<file path="src/memory_map_regs.vh">
// constants for the memory map decoder: register offsets, fields, reset values, map
// assumes a 16-bit word-addressed cpu and a 32-bit classic wishbone register bus
//
// Operation
// [RL1] program, data and i/o spaces are 64K words each, decoded separately.
// [RL2] top of data space, 256 to 32K words, becomes external global memory.
// [RL3] global memory accesses request the bus and wait for grant first.
// [RL4] data words 0h to 5Fh hold registers or reserved space, never ram.
// [RL5] two enable bits place the single access ram in program, data or both.
// [RL6] single access ram at data 800h and program 8000h, one shared array.
// [RL7] boot pin high at reset selects microprocessor mode, external fetch from zero.
// [RL8] boot pin level latched into mode bit 0, software may change it.
// [RL9] mode bit cleared maps program low half to on-chip flash.
// [RL10] select bit clear puts block zero in data at 100h and 200h ranges.
// [RL11] alias address bit is ignored so both ranges reach the same word.
// [RL12] select bit set moves block zero into program FE00h and FF00h ranges.
// [RL13] block one always in data at 300h and 400h ranges.
// [RL14] 32-word block two always in data at 60h to 7Fh.
// [RL15] program 0h to 7FFFh: flash in microcontroller mode, external otherwise.
// [RL16] every address no block or region claims goes to the external interface.
`ifndef MEMORY_MAP_REGS_VH
`define MEMORY_MAP_REGS_VH

// ----------------------------------------------------------------
// register map (byte offsets)
// ----------------------------------------------------------------
`define OFS_MODE_STATUS 4'h0
`define OFS_GLOBAL_ALLOC 4'h4
`define OFS_ARB_STATUS 4'h8

// processor_mode_status fields
`define BIT_MP_MODE 0
`define BIT_SINGLE_ACCESS_RAM_DATA_EN 1
`define BIT_SINGLE_ACCESS_RAM_PROG_EN 2
`define BIT_BLOCK0_PROG 3
`define RST_SINGLE_ACCESS_RAM_EN 1'b1
`define RST_BLOCK0_PROG 1'b0

// global_allocation_reg: bit 3 enables, bits 2:0 give size 256 << n
`define BIT_GLOBAL_EN 3
`define RST_GLOBAL_ALLOC 4'h0

// ----------------------------------------------------------------
// targets
// ----------------------------------------------------------------
`define PSEL_EXT 3'h0
`define PSEL_FLASH 3'h1
`define PSEL_SINGLE_ACCESS_RAM 3'h2
`define PSEL_BLOCK0 3'h3

`define DSEL_EXT 3'h0
`define DSEL_REGS 3'h1
`define DSEL_RESERVED 3'h2
`define DSEL_BLOCK2 3'h3
`define DSEL_BLOCK0 3'h4
`define DSEL_BLOCK1 3'h5
`define DSEL_SINGLE_ACCESS_RAM 3'h6
`define DSEL_GLOBAL 3'h7

`define ISEL_EXT 2'h0
`define ISEL_TEST 2'h1
`define ISEL_PERIPH 2'h2

// ----------------------------------------------------------------
// address map (word addresses)
// ----------------------------------------------------------------
`define D_REGS_TOP 16'h005F
`define D_B2_TOP 16'h007F
`define D_RSV_A_TOP 16'h00FF
`define D_B0_LO 16'h0100
`define D_B0_TOP 16'h02FF
`define D_B1_LO 16'h0300
`define D_B1_TOP 16'h04FF
`define D_RSV_B_TOP 16'h07FF
`define D_SINGLE_ACCESS_RAM_LO 16'h0800
`define D_SINGLE_ACCESS_RAM_TOP 16'h17FF
`define P_FLASH_TOP 16'h7FFF
`define P_SINGLE_ACCESS_RAM_LO 16'h8000
`define P_SINGLE_ACCESS_RAM_TOP 16'h8FFF
`define P_B0_LO 16'hFE00
`define I_TEST_LO 16'hFF00
`define I_TEST_TOP 16'hFF0F

`endif

</file>
<file path="src/memory_map_decoder.v">
// memory map decoder: routes program, data and i/o addresses to on-chip blocks or outside
// assumes cpu address inputs come from logic on CLK_SYS_I; boot pin and grant are pins
`include "memory_map_regs.vh"
`timescale 1ns/1ps
`default_nettype none

module memory_map_decoder (
	input wire CLK_SYS_I,
	input wire RST_I,
	input wire CE_I,
	// wishbone slave
	input wire CYC_I,
	input wire STB_I,
	input wire WE_I,
	input wire [3:0] ADR_I,
	input wire [3:0] SEL_I,
	input wire [31:0] DAT_I,
	output reg [31:0] DAT_O,
	output reg ACK_O,
	// pins
	input wire BOOT_MODE_PIN_I,
	input wire GLOBAL_BUS_GRANT_N_I,
	output reg GLOBAL_BUS_REQUEST_N_O,
	output reg MP_MODE_O,
	// program bus
	input wire PROG_REQ_I,
	input wire [15:0] PROG_ADDR_I,
	output reg PROG_VALID_O,
	output reg [2:0] PROG_SEL_O,
	output reg [15:0] PROG_OFFSET_O,
	// data bus
	input wire DATA_REQ_I,
	input wire [15:0] DATA_ADDR_I,
	output reg DATA_VALID_O,
	output reg [2:0] DATA_SEL_O,
	output reg [15:0] DATA_OFFSET_O,
	output reg DATA_WAIT_O,
	// i/o bus
	input wire IO_REQ_I,
	input wire [15:0] IO_ADDR_I,
	output reg IO_VALID_O,
	output reg [1:0] IO_SEL_O,
	output reg [15:0] IO_OFFSET_O
);

	// ----------------------------------------------------------------
	// pin synchronisers
	// ----------------------------------------------------------------
	reg boot_meta_reg;
	reg boot_sync_reg;
	reg grant_meta_reg;
	reg grant_sync_reg;

	always @(posedge CLK_SYS_I) begin
		if (CE_I) begin
			boot_meta_reg <= BOOT_MODE_PIN_I;
			boot_sync_reg <= boot_meta_reg;
			grant_meta_reg <= GLOBAL_BUS_GRANT_N_I;
			grant_sync_reg <= grant_meta_reg;
		end
	end

	// ----------------------------------------------------------------
	// control registers
	// ----------------------------------------------------------------
	reg mp_mode_reg;
	reg single_access_ram_data_enable_reg;
	reg single_access_ram_program_enable_reg;
	reg block0_program_select_reg;
	reg [3:0] global_alloc_reg;
	reg [31:0] rd_next;

	wire wb_req = CYC_I & STB_I & ~ACK_O;
	wire wb_wr = wb_req & WE_I & SEL_I[0];

	always @* begin
		rd_next = 32'h0000_0000;
		case (ADR_I)
			`OFS_MODE_STATUS: begin
				rd_next[`BIT_MP_MODE] = mp_mode_reg;
				rd_next[`BIT_SINGLE_ACCESS_RAM_DATA_EN] = single_access_ram_data_enable_reg;
				rd_next[`BIT_SINGLE_ACCESS_RAM_PROG_EN] = single_access_ram_program_enable_reg;
				rd_next[`BIT_BLOCK0_PROG] = block0_program_select_reg;
			end
			`OFS_GLOBAL_ALLOC: begin
				rd_next[3:0] = global_alloc_reg;
			end
			`OFS_ARB_STATUS: begin
				rd_next[0] = ~GLOBAL_BUS_REQUEST_N_O;
				rd_next[1] = ~grant_sync_reg;
			end
			default: begin
				rd_next = 32'h0000_0000;
			end
		endcase
	end

	// reset holds the mode bit on the synchronised boot level, so the value
	// caught is the one standing when reset is released
	always @(posedge CLK_SYS_I) begin
		if (RST_I) begin
			mp_mode_reg <= boot_sync_reg; // see [RL7] see [RL8]
			single_access_ram_data_enable_reg <= `RST_SINGLE_ACCESS_RAM_EN; // see [RL5]
			single_access_ram_program_enable_reg <= `RST_SINGLE_ACCESS_RAM_EN;
			block0_program_select_reg <= `RST_BLOCK0_PROG;
			global_alloc_reg <= `RST_GLOBAL_ALLOC;
			ACK_O <= 1'b0;
			DAT_O <= 32'h0000_0000;
		end else if (CE_I) begin
			ACK_O <= wb_req;
			if (wb_req) begin
				DAT_O <= rd_next;
			end
			if (wb_wr && ADR_I == `OFS_MODE_STATUS) begin
				mp_mode_reg <= DAT_I[`BIT_MP_MODE]; // see [RL8] see [RL9]
				single_access_ram_data_enable_reg <= DAT_I[`BIT_SINGLE_ACCESS_RAM_DATA_EN]; // see [RL5]
				single_access_ram_program_enable_reg <= DAT_I[`BIT_SINGLE_ACCESS_RAM_PROG_EN];
				block0_program_select_reg <= DAT_I[`BIT_BLOCK0_PROG];
			end
			if (wb_wr && ADR_I == `OFS_GLOBAL_ALLOC) begin
				global_alloc_reg <= DAT_I[3:0]; // see [RL2]
			end
		end
	end

	// ----------------------------------------------------------------
	// program space decode
	// ----------------------------------------------------------------
	reg [2:0] psel_next;
	reg [15:0] poff_next;

	always @* begin
		psel_next = `PSEL_EXT; // see [RL16]
		poff_next = PROG_ADDR_I;
		if (PROG_ADDR_I <= `P_FLASH_TOP) begin
			if (!mp_mode_reg) begin
				psel_next = `PSEL_FLASH; // see [RL9] see [RL15]
			end
		end else if (PROG_ADDR_I <= `P_SINGLE_ACCESS_RAM_TOP) begin
			if (single_access_ram_program_enable_reg) begin
				psel_next = `PSEL_SINGLE_ACCESS_RAM; // see [RL5] see [RL6]
				poff_next = PROG_ADDR_I - `P_SINGLE_ACCESS_RAM_LO;
			end
		end else if (PROG_ADDR_I >= `P_B0_LO) begin
			if (block0_program_select_reg) begin
				psel_next = `PSEL_BLOCK0; // see [RL12]
				poff_next = {8'h00, PROG_ADDR_I[7:0]}; // see [RL11]
			end
		end
	end

	// ----------------------------------------------------------------
	// data space decode
	// ----------------------------------------------------------------
	reg [2:0] dsel_next;
	reg [15:0] doff_next;
	reg [15:0] global_mask;
	reg global_hit;

	// size 256 << n: the region is every address whose bits above 7+n are all ones
	always @* begin
		global_mask = 16'hFF00 << global_alloc_reg[2:0];
		global_hit = global_alloc_reg[`BIT_GLOBAL_EN] &&
			((DATA_ADDR_I & global_mask) == global_mask); // see [RL2]
	end

	always @* begin
		dsel_next = `DSEL_EXT; // see [RL16]
		doff_next = DATA_ADDR_I;
		if (DATA_ADDR_I <= `D_REGS_TOP) begin
			dsel_next = `DSEL_REGS; // see [RL4]
		end else if (DATA_ADDR_I <= `D_B2_TOP) begin
			dsel_next = `DSEL_BLOCK2; // see [RL14]
			doff_next = {11'h000, DATA_ADDR_I[4:0]};
		end else if (DATA_ADDR_I <= `D_RSV_A_TOP) begin
			dsel_next = `DSEL_RESERVED;
		end else if (DATA_ADDR_I <= `D_B0_TOP) begin
			if (block0_program_select_reg) begin
				dsel_next = `DSEL_RESERVED;
			end else begin
				dsel_next = `DSEL_BLOCK0; // see [RL10]
				doff_next = {8'h00, DATA_ADDR_I[7:0]}; // see [RL11]
			end
		end else if (DATA_ADDR_I <= `D_B1_TOP) begin
			dsel_next = `DSEL_BLOCK1; // see [RL13]
			doff_next = {8'h00, DATA_ADDR_I[7:0]}; // see [RL11]
		end else if (DATA_ADDR_I <= `D_RSV_B_TOP) begin
			dsel_next = `DSEL_RESERVED;
		end else if (DATA_ADDR_I <= `D_SINGLE_ACCESS_RAM_TOP) begin
			if (single_access_ram_data_enable_reg) begin
				dsel_next = `DSEL_SINGLE_ACCESS_RAM; // see [RL5] see [RL6]
				doff_next = DATA_ADDR_I - `D_SINGLE_ACCESS_RAM_LO;
			end
		end
		// global wins over external only; on-chip blocks stay reachable
		if (dsel_next == `DSEL_EXT && global_hit) begin
			dsel_next = `DSEL_GLOBAL;
		end
	end

	// ----------------------------------------------------------------
	// i/o space decode
	// ----------------------------------------------------------------
	reg [1:0] isel_next;

	always @* begin
		isel_next = `ISEL_EXT; // see [RL16]
		if (IO_ADDR_I > `I_TEST_TOP) begin
			isel_next = `ISEL_PERIPH;
		end else if (IO_ADDR_I >= `I_TEST_LO) begin
			isel_next = `ISEL_TEST;
		end
	end

	// ----------------------------------------------------------------
	// global bus arbitration
	// ----------------------------------------------------------------
	// a global data access is held off until the grant is seen; the cpu must
	// keep its request and address steady while DATA_WAIT_O is high
	wire data_global = DATA_REQ_I && dsel_next == `DSEL_GLOBAL;
	wire granted = ~grant_sync_reg;

	// ----------------------------------------------------------------
	// registered outputs
	// ----------------------------------------------------------------
	always @(posedge CLK_SYS_I) begin
		if (RST_I) begin
			PROG_VALID_O <= 1'b0;
			PROG_SEL_O <= `PSEL_EXT;
			PROG_OFFSET_O <= 16'h0000;
			DATA_VALID_O <= 1'b0;
			DATA_SEL_O <= `DSEL_EXT;
			DATA_OFFSET_O <= 16'h0000;
			DATA_WAIT_O <= 1'b0;
			IO_VALID_O <= 1'b0;
			IO_SEL_O <= `ISEL_EXT;
			IO_OFFSET_O <= 16'h0000;
			GLOBAL_BUS_REQUEST_N_O <= 1'b1;
			MP_MODE_O <= 1'b0;
		end else if (CE_I) begin
			MP_MODE_O <= mp_mode_reg; // see [RL7]
			// each space decodes on its own request, in the same cycle
			PROG_VALID_O <= PROG_REQ_I; // see [RL1]
			PROG_SEL_O <= psel_next;
			PROG_OFFSET_O <= poff_next;
			IO_VALID_O <= IO_REQ_I;
			IO_SEL_O <= isel_next;
			IO_OFFSET_O <= IO_ADDR_I;
			DATA_SEL_O <= dsel_next;
			DATA_OFFSET_O <= doff_next;
			GLOBAL_BUS_REQUEST_N_O <= ~data_global; // see [RL3]
			if (data_global) begin
				DATA_VALID_O <= granted; // see [RL3]
				DATA_WAIT_O <= ~granted;
			end else begin
				DATA_VALID_O <= DATA_REQ_I;
				DATA_WAIT_O <= 1'b0;
			end
		end
	end

endmodule

`default_nettype wire

</file>
<file path="config.mk">
export PLATFORM = sky130hd
export DESIGN_NAME = memory_map_decoder
export DESIGN_NICKNAME = d
export VERILOG_FILES = /design/src/memory_map_decoder.v
export VERILOG_INCLUDE_DIRS = /design/src
export SDC_FILE = /design/constraint.sdc
export NUM_CORES = 1
export LEC_CHECK = 0
export ABC_CLOCK_PERIOD_IN_PS = 2200
export BUFFER_PORTS_ARGS = -buffer_cell sky130_fd_sc_hd__buf_2
export CORE_AREA = 10 10 100 102
export DETAILED_ROUTE_END_ITERATION = 16
export DIE_AREA = 0 0 110 112
export GPL_ROUTABILITY_DRIVEN = 1
export GPL_TIMING_DRIVEN = 0
export PLACE_DENSITY = 0.79
export SLEW_MARGIN = 20
export SYNTH_ARGS = -nofsm -noshare
export SYNTH_HDL_FRONTEND = slang
export SYNTH_SLANG_ARGS = --single-unit
</file>
<file path="constraint.sdc">
create_clock -name CLK_SYS_I -period 2.2 [get_ports CLK_SYS_I]
set_clock_uncertainty 0.15 [all_clocks]
set_input_delay 0 -clock CLK_SYS_I [delete_from_list [all_inputs] [get_ports CLK_SYS_I]]
set_output_delay 0 -clock CLK_SYS_I [all_outputs]
set_load 0.005 [all_outputs]
</file>
==> impl_metrics.env, run 1 <==
export IMPL_ios=194
export IMPL_worst_path_max_delay_cell="nor4_2"
export IMPL_required_ps=2120
export IMPL_fmax_ghz=0.482
export IMPL_synth_edf_count=5
export IMPL_timing_rr_start="ACK_O"
export IMPL_numClockSinks=78
export IMPL_crit_path_start="ACK_O"
export IMPL_clkLatencyLatePin_ps=350
export IMPL_cp_start_kind="register"
export IMPL_start_util=0.432
export IMPL_rr_worst_depth=3
export IMPL_switching_share=0.264
export IMPL_period_share=0.944
export IMPL_slowest_delay_ps=690
export IMPL_post_place_ws_ps=113
export IMPL_postSynth_asyncResetShare=0
export IMPL_portBuffers=130
export IMPL_crit_type="reg -> reg"
export IMPL_hp_start="WE_I"
export IMPL_maxCapViolCount=0
export IMPL_hpwl_um=8270
export IMPL_drt_wl_total_um=11800
export IMPL_cts_root_buffer="clkbuf_8"
export IMPL_clkPwrFrac=0.359
export IMPL_reg_top3="DATA_OFFSET_O (16), IO_OFFSET_O (16), PROG_OFFSET_O (16)"
export IMPL_syn_instance_count=363
export IMPL_power_frac_seq=0.473
export IMPL_stdcell_area_um2=5230
export IMPL_worst_slew_pin_slew_ps=929
export IMPL_cts_buffer_depth=2
export IMPL_antenna_found_initial=1
export IMPL_grt_pass1_vias=3663
export IMPL_fp_coreArea_um2=8050
export IMPL_detail_route_antenna_nets=0
export IMPL_holdWs_ps=8.39
export IMPL_syn_area_um2=3470
export IMPL_crit_end="mp_mode_reg"
export IMPL_grt_max_degree=15
export IMPL_grt_use_total=0.193
export IMPL_gp_congestion=0.896
export IMPL_die_area_um2=12300
export IMPL_cts_tree="built"
export IMPL_drt_iter0_drc=91
export IMPL_final_common_cell="buf_2"
export IMPL_remaining_drc_errors=0
export IMPL_p_int_mw=2.38
export IMPL_wl_per_cell_um=16.7
export IMPL_peakVddDrop_mv=0.387
export IMPL_ys_seq_area_frac=0.464
export IMPL_fin_crit_ps=2080
export IMPL_drive_above_1_share=0.323
export IMPL_setup_ws_ps=124
export IMPL_grt_pass1_wl_um=19000
export IMPL_clk_pin_slew_ps=80
export IMPL_die_height_um=112
export IMPL_num_vias=3498
export IMPL_gr_total_overflow=0
export IMPL_path_cells="nand4b_1 -> nor4_2 -> or2_2"
export IMPL_fin_tns_setup_ps=0
export IMPL_via_per_inst=4.95
export IMPL_powerDensity_nw_per_um2=620
export IMPL_synth_seq_cells=78
export IMPL_numCtsBuffers=9
export IMPL_finalMaxSlewViolations=0
export IMPL_yosys_warnings=0
export IMPL_arrival_ps=2000
export IMPL_cp_end_kind="register"
export IMPL_setup_viol=0
export IMPL_drt_pre_antenna_iters=4
export IMPL_hold_violations=0
export IMPL_layout_nets=695
export IMPL_avgSynthCellArea_um2=9.57
export IMPL_htree_levels=3
export IMPL_path_max_fanout=9
export IMPL_status="completed"
export IMPL_hp_class="in -> reg"
export IMPL_leakage_nw=2.51
export IMPL_max_slew_margin=0.376
export IMPL_power_switching_uw=857
export IMPL_area_delta_synth_final_pct=50.5
export IMPL_ff2ff_setup_slack_ps=120
export IMPL_fp_row_count=33
export IMPL_rsz0062_at_grt="false"
export IMPL_final_cell_mix="133 x buf_2, 72 x dfxtp_1, 67 x nor2_1, 62 x dlygate4sd3_1, 50 x mux2i_1"
export IMPL_dpl_instance_area_um2=4360
export IMPL_synth_cell_types=54
export IMPL_die_w_um=110
export IMPL_r2r_end="mp_mode_reg"
export IMPL_ys_flop_type="dfxtp_1"
export IMPL_pwr_share_comb=0.168
[power by group through the flow]
stage          Combinational (mW)  Sequential (mW)  Clock, mW
6_report                    0.543             1.53       1.16
4_1_cts                     0.528             1.53       1.17
5_1_grt                     0.601             1.54       1.23
2_1_floorplan               0.238             1.57          0
3_5_place_dp                0.437             1.56          0
3_3_place_gp                0.426             1.56          0
[worst min-delay path by stage]
stage	cells past startpoint	end	slack, ps
floorplan	0	boot_meta_reg	-50
global placement	1	grant_meta_reg	30
detailed placement	1	grant_meta_reg	30
CTS	4	DATA_WAIT_O	3
global route	4	DATA_WAIT_O	20
finish	5	single_access_ram_program_enable_reg	8
[metal layers]
| metal | vias up | GRT usage | part of all wire | routed length [um] |
|---|---|---|---|---|
| met4 | 0 | 0.0747 | 0.023 | 270 |
| met5 | - | 0 | 0 | 0 |
| met2 | 190 | 0.309 | 0.46 | 5460 |
| met1 | 1596 | 0.218 | 0.39 | 4560 |
| met3 | 26 | 0.0848 | 0.13 | 1470 |
| li1 | 1686 | - | - | - |
[through the flow]
step / util / cells / total power, mW
global route: 0.649 / 706 / 3.38
detailed placement: 0.542 / 626 / 2.00
CTS: 0.648 / 706 / 3.23
finish: 0.649 / 706 / 3.24
global placement: 0.542 / 626 / 1.99
floorplan: - / 391 / 1.81
[logic make-up (layout without fill, tap and decap cells)]
kind of cell    count (synthesis)  count (layout)  synth area share
buf+inv                        57             266             0.109
other cells                     1              30           0.00108
fa+ha+maj                       1               1           0.00360
compound gates                 58              58             0.117
simple gates                  115             115             0.152
xor+xnor                        1               1           0.00252
flops                          78              78             0.464
mux                            52              52             0.151
[critical path, delay by kind of cell, from the launching register on]
family        cells  cell delay, ps
simple gates      3            1330
flops             1             330
[synthesized netlist by cell type, drive strengths merged, types with 5 or more instances]
master  number  area share
clkbuf      12       0.022
nand2       17       0.018
inv          7      0.0076
nor2        67       0.072
a21oi       14       0.020
nand4        5      0.0090
nor3         6       0.010
dfxtp       73        0.42
mux2i       50        0.14
edfxtp       5       0.043
o21ai        9       0.013
a211oi       7       0.015
buf         38       0.080
[layout make-up]
class	instances	area, um2
fillers	650	2820
flip-flops and latches	78	1610
multi-input cells	256	1600
repair buffers	193	1280
plain buffers	50	353
clock buffers	10	149
well taps	105	131
clock inverters	6	67.6
inverters	7	26.3
diodes	1	2.50
[repair_timing]
item,in CTS,in global routing
hold endpoints to repair,76,0
hold buffers,64,0
buffers inserted,0,0
gates resized for setup,0,4
setup endpoints to repair,0,2
Note: power is estimated with default switching activity, not from simulation.
==> inputs of run 2 (changes only) <==
--- a/config.mk
+++ b/config.mk
@@ -8,9 +8,9 @@
 export LEC_CHECK = 0
 export ABC_CLOCK_PERIOD_IN_PS = 2200
 export BUFFER_PORTS_ARGS = -buffer_cell sky130_fd_sc_hd__buf_2
-export CORE_AREA = 10 10 100 102
+export CORE_AREA = 2 2 92 94
 export DETAILED_ROUTE_END_ITERATION = 16
-export DIE_AREA = 0 0 110 112
+export DIE_AREA = 0 0 94 96
 export GPL_ROUTABILITY_DRIVEN = 1
 export GPL_TIMING_DRIVEN = 0
 export PLACE_DENSITY = 0.79
==> run 2 against run 1 <==
Against the previous run: total power rose by 2.3%; worst hold slack better by 18 ps; sequential share of layout area fell by 0.36 points; combinational power barely moved; largest power group unchanged; global-route usage grew 4.8 points; largest cell class unchanged; maximum frequency up 4.1%; wire length decreased by 7.8%; sequential power barely moved; sequential cell count unchanged; non-clock buffer count grew 5.
==> impl_metrics.env, run 2 (synthesis gave the netlist of run 1 again) <==
export IMPL_status="completed"
export IMPL_antenna_found_initial=0
export IMPL_placed_cells=626
export IMPL_arrival_ps=2100
export IMPL_clkLatencyLatePin_ps=330
export IMPL_wl_per_cell_um=15.3
export IMPL_fmax_ghz=0.501
export IMPL_final_common_cell="buf_2"
export IMPL_grt_pass1_vias=3552
export IMPL_setup_ws_ps=205
export IMPL_max_slew_margin=0.373
export IMPL_gr_total_overflow=0
export IMPL_crit_type="in -> reg"
export IMPL_layout_nets=700
export IMPL_diodes=0
export IMPL_period_share=0.907
export IMPL_gp_congestion=0.895
export IMPL_cts_buffer_depth=2
export IMPL_final_cell_mix="132 x buf_2, 73 x dfxtp_1, 67 x nor2_1, 66 x dlygate4sd3_1, 50 x mux2i_1"
export IMPL_drt_iter0_drc=155
export IMPL_hp_class="in -> reg"
export IMPL_n_fill_cell=638
export IMPL_grt_pass1_wl_um=17000
export IMPL_start_util=0.432
export IMPL_fin_cells=710
export IMPL_hpwl_um=7090
export IMPL_portBuffers=130
export IMPL_clk_pin_slew_ps=80
export IMPL_die_w_um=94
export IMPL_rsz0062_at_grt="false"
export IMPL_remaining_drc_errors=0
export IMPL_area_delta_synth_final_pct=52.1
export IMPL_cp_start_kind="input pin"
export IMPL_detail_route_antenna_nets=0
export IMPL_leakage_nw=2.54
export IMPL_worst_slew_pin_slew_ps=932
export IMPL_required_ps=2310
export IMPL_via_per_inst=5.01
export IMPL_grt_max_degree=14
export IMPL_setup_viol=0
export IMPL_numClockSinks=78
export IMPL_num_vias=3560
export IMPL_die_height_um=96
export IMPL_fp_row_count=33
export IMPL_grt_use_total=0.241
export IMPL_ios=194
export IMPL_drt_wl_total_um=10800
export IMPL_powerDensity_nw_per_um2=627
export IMPL_reg_top3="DATA_OFFSET_O (16), IO_OFFSET_O (16), PROG_OFFSET_O (16)"
export IMPL_drt_pre_antenna_iters=5
export IMPL_numCtsBuffers=9
export IMPL_post_place_ws_ps=44.9
export IMPL_path_max_fanout=6
export IMPL_drive_above_1_share=0.322
export IMPL_peakVddDrop_mv=0.421
export IMPL_finalMaxSlewViolations=0
export IMPL_fp_coreArea_um2=8050
export IMPL_hold_violations=0
export IMPL_htree_levels=3
export IMPL_fin_crit_ps=1990
export IMPL_cp_end_kind="register"
export IMPL_cts_tree="built"
export IMPL_die_area_um2=9020
export IMPL_finalPower_mw=3.32
export IMPL_maxCapViolCount=0
export IMPL_cts_root_buffer="clkbuf_8"
export IMPL_fin_tns_setup_ps=0
[run 2: worst max-delay path, stage by stage]
cell and delay, ps:
dlygate4sd3_1 530, buf_2 150, or3_4 330, or3_1 310
buf_2 160, o32a_1 360, a311oi_2 250
[run 2: layout make-up]
type / count / area (um2) / area share
clock inverter: 5 / 81.3 / 0.0154
clock buffer: 11 / 151 / 0.0286
sequential: 78 / 1610 / 0.305
buffer: 50 / 355 / 0.0672
multi-input combinational: 256 / 1600 / 0.303
timing repair buffer: 198 / 1330 / 0.251
tap: 105 / 131 / 0.0249
inverter: 7 / 26.3 / 0.00497
[run 2: worst paths after layout]
check             startpoint                              endpoint  slack [ps]  cells after the start
max          DATA_ADDR_I[13]                         DATA_SEL_O[2]         210                      7
min                     WE_I  single_access_ram_program_enable_reg          30                      5
max reg2reg            ACK_O                           mp_mode_reg         260                      4
min reg2reg   grant_meta_reg                        grant_sync_reg         280                      0
[run 2: through the flow]
| step | area [um2] | hold slack, ps | utilization |
|---|---|---|---|
| floorplan | 3580 | -51.1 | - |
| global placement | 4360 | 29.3 | 0.542 |
| detailed placement | 4360 | 34.0 | 0.542 |
| CTS | 5260 | 20.1 | 0.653 |
| global route | 5290 | 38.4 | 0.656 |
| finish | 5290 | 26.1 | 0.656 |
[run 2: metal layers]
metal	global-route usage	vias to the layer above	part of all wire	wire (um)
met4	0.105	0	0.026	279
met5	0	-	0	0
met2	0.419	221	0.48	5250
li1	-	1692	-	-
met1	0.273	1617	0.38	4170
met3	0.0728	30	0.10	1130
[run 2: what timing repair did]
item                                    4_1_cts  5_1_grt
endpoints found under the hold margin        76        1
resized for setup                             0        3
hold buffers                                 66        2
setup buffers                                 0        2
endpoints found under the setup margin        0        4
[run 2: power by group]
group | leakage (nW) | switching (mW) | internal (mW)
Sequential | 0.649 | 0.0380 | 1.50
Combinational | 1.77 | 0.252 | 0.292
Clock | 0.116 | 0.535 | 0.702
Total | 2.54 | 0.825 | 2.49
==> inputs of run 3 (changes only) <==
--- a/config.mk
+++ b/config.mk
@@ -8,12 +8,12 @@
 export LEC_CHECK = 0
 export ABC_CLOCK_PERIOD_IN_PS = 2200
 export BUFFER_PORTS_ARGS = -buffer_cell sky130_fd_sc_hd__buf_2
-export CORE_AREA = 2 2 92 94
+export CORE_AREA = 2 2 66 131
 export DETAILED_ROUTE_END_ITERATION = 16
-export DIE_AREA = 0 0 94 96
+export DIE_AREA = 0 0 68 133
 export GPL_ROUTABILITY_DRIVEN = 1
 export GPL_TIMING_DRIVEN = 0
-export PLACE_DENSITY = 0.79
+export PLACE_DENSITY = 0.78
 export SLEW_MARGIN = 20
 export SYNTH_ARGS = -nofsm -noshare
 export SYNTH_HDL_FRONTEND = slang
==> run 3 against run 2 <==
Against the previous run: worst hold slack worse by 9.2 ps; wire length down 0.25%; global-route usage up 0.091 points; highest routed layer unchanged.
==> impl_metrics.env, run 3 (synthesis gave the netlist of run 1 again) <==
export IMPL_detail_route_antenna_nets=0
export IMPL_powerDensity_nw_per_um2=673
export IMPL_fp_row_count=47
export IMPL_drt_iter0_drc=239
export IMPL_via_per_inst=4.98
export IMPL_switching_share=0.245
export IMPL_leakage_nw=2.55
export IMPL_fp_coreArea_um2=8120
export IMPL_grt_pass1_vias=3535
export IMPL_remaining_drc_errors=0
export IMPL_worst_slew_pin_slew_ps=914
export IMPL_reg_top3="DATA_OFFSET_O (16), IO_OFFSET_O (16), PROG_OFFSET_O (16)"
export IMPL_cts_root_buffer="clkbuf_16"
export IMPL_n_fill_cell=682
export IMPL_setup_ws_ps=22.0
export IMPL_cts_setup_buffers=0
export IMPL_gr_total_overflow=0
export IMPL_period_share=0.990
export IMPL_hp_class="in -> reg"
export IMPL_drt_pre_antenna_iters=4
export IMPL_layout_nets=695
export IMPL_cts_tree="built"
export IMPL_post_place_ws_ps=43.4
export IMPL_start_util=0.428
export IMPL_seqCellArea_um2=1610
export IMPL_pwr_share_comb=0.151
export IMPL_setup_viol=0
export IMPL_peakVddDrop_mv=0.538
export IMPL_clkPwrFrac=0.418
export IMPL_gp_congestion=0.826
export IMPL_required_ps=2290
export IMPL_multi_input_area_um2=1600
export IMPL_clkLatencyLatePin_ps=340
export IMPL_finalMaxSlewViolations=0
export IMPL_numClockSinks=78
export IMPL_met3_usage=0.0561
export IMPL_cp_start_kind="input pin"
export IMPL_num_vias=3475
export IMPL_fmax_ghz=0.459
export IMPL_rsz0062_at_grt="true"
export IMPL_power_switching_uw=876
export IMPL_status="completed"
export IMPL_antenna_found_initial=0
export IMPL_htree_levels=3
export IMPL_cp_end_kind="register"
export IMPL_portBuffers=130
export IMPL_grt_pass1_wl_um=16600
export IMPL_grt_use_total=0.241
export IMPL_slowest_delay_ps=560
export IMPL_die_area_um2=9040
export IMPL_cts_buffer_depth=2
export IMPL_arrival_ps=2270
export IMPL_drt_wl_total_um=10800
export IMPL_fin_crit_ps=2180
export IMPL_grt_max_degree=14
export IMPL_worst_path_max_delay_cell="dlygate4sd3_1"
export IMPL_met2_usage=0.417
export IMPL_max_slew_margin=0.386
export IMPL_crit_type="in -> reg"
export IMPL_drive_above_1_share=0.320
export IMPL_cpMostUsedCell="dlygate4sd3_1"
export IMPL_die_w_um=68
export IMPL_path_max_fanout=6
export IMPL_diodes=0
export IMPL_cp_top_family="buffers and inverters"
export IMPL_p_int_mw=2.69
export IMPL_path_cells="dlygate4sd3_1 -> buf_2 -> or4b_1 -> buf_6 -> nor2_2 -> o21ai_1 -> dlygate4sd3_1 -> a311oi_1"
export IMPL_final_cell_mix="132 x buf_2, 73 x dfxtp_1, 66 x nor2_1, 63 x dlygate4sd3_1, 50 x mux2i_1"
export IMPL_holdWs_ps=16.9
export IMPL_hpwl_um=7050
export IMPL_ios=194
export IMPL_fin_util=0.653
export IMPL_clk_pin_slew_ps=70
export IMPL_final_common_cell="buf_2"
export IMPL_top_usage_layer="met2"
export IMPL_area_delta_synth_final_pct=52.6
export IMPL_path_buf_inv=4
export IMPL_power_frac_seq=0.430
export IMPL_wl_per_cell_um=15.5
export IMPL_hold_violations=0
export IMPL_maxCapViolCount=0
export IMPL_numCtsBuffers=9
export IMPL_met1_usage=0.262
export IMPL_die_height_um=133
## run 3: cell count changes in the layout (fill, tap and decap cells not counted), moves of 2 or more
cell           delta
buf_4             -3
clkbuf_16         +9
clkbuf_8         -10
clkinv_2          +2
dlygate4sd3_1     -3
nor4_2            -2
## run 3: cell type report
type	instances	area share
plain buffers	50	0.0677
clock buffers	10	0.0451
clock inverters	6	0.0116
inverters	7	0.00496
multi-input cells	256	0.302
flip-flops and latches	78	0.304
well taps	98	0.0231
repair buffers	193	0.242
## run 3: power by group through the flow
stage          clock [mW]  combinational (mW)  sequential (mW)
2_1_floorplan           0               0.238             1.57
3_3_place_gp            0               0.423             1.56
3_5_place_dp            0               0.434             1.56
4_1_cts              1.52               0.522             1.53
5_1_grt              1.57               0.587             1.54
6_report             1.49               0.540             1.54
## run 3: tightest hold or removal path, delay by kind of cell
kind	cells	cell delay [ps]
AOI/OAI and AO/OA	1	70
and+or+nand+nor	1	110
buffers and inverters	2	280
## run 3: routing by layer
| layer | vias to the layer above | wire [um] |
|---|---|---|
| li1 | 1683 | - |
| met1 | 1621 | 4090 |
| met2 | 146 | 5740 |
| met3 | 25 | 755 |
| met4 | 0 | 230 |
| met5 | - | 0 |
## run 3: path summary, 6_finish.rpt
path / slack [ps] / endpoint / cells past startpoint / from
max: 20 / DATA_OFFSET_O[12] / 8 / DATA_ADDR_I[15]
min reg2reg: 290 / grant_sync_reg / 0 / grant_meta_reg
max reg2reg: 100 / DATA_OFFSET_O[12] / 6 / single_access_ram_data_enable_reg
min: 20 / DATA_WAIT_O / 4 / CE_I
## run 3: what timing repair did
action | 4_1_cts | 5_1_grt
setup endpoints to repair | 0 | 5
endpoints found under the hold margin | 76 | 0
hold buffers | 63 | 0
resized for setup | 0 | 5
## run 3: per-stage QoR
step	TNS [ps]	total power, mW	cells	instance area [um2]
after floorplan	0	1.81	391	3580
after global placement	0	1.98	619	4350
after detailed placement	0	2.00	619	4350
after CTS	0	3.57	698	5280
after global routing	-21.6	3.70	698	5300
final	0	3.57	698	5300
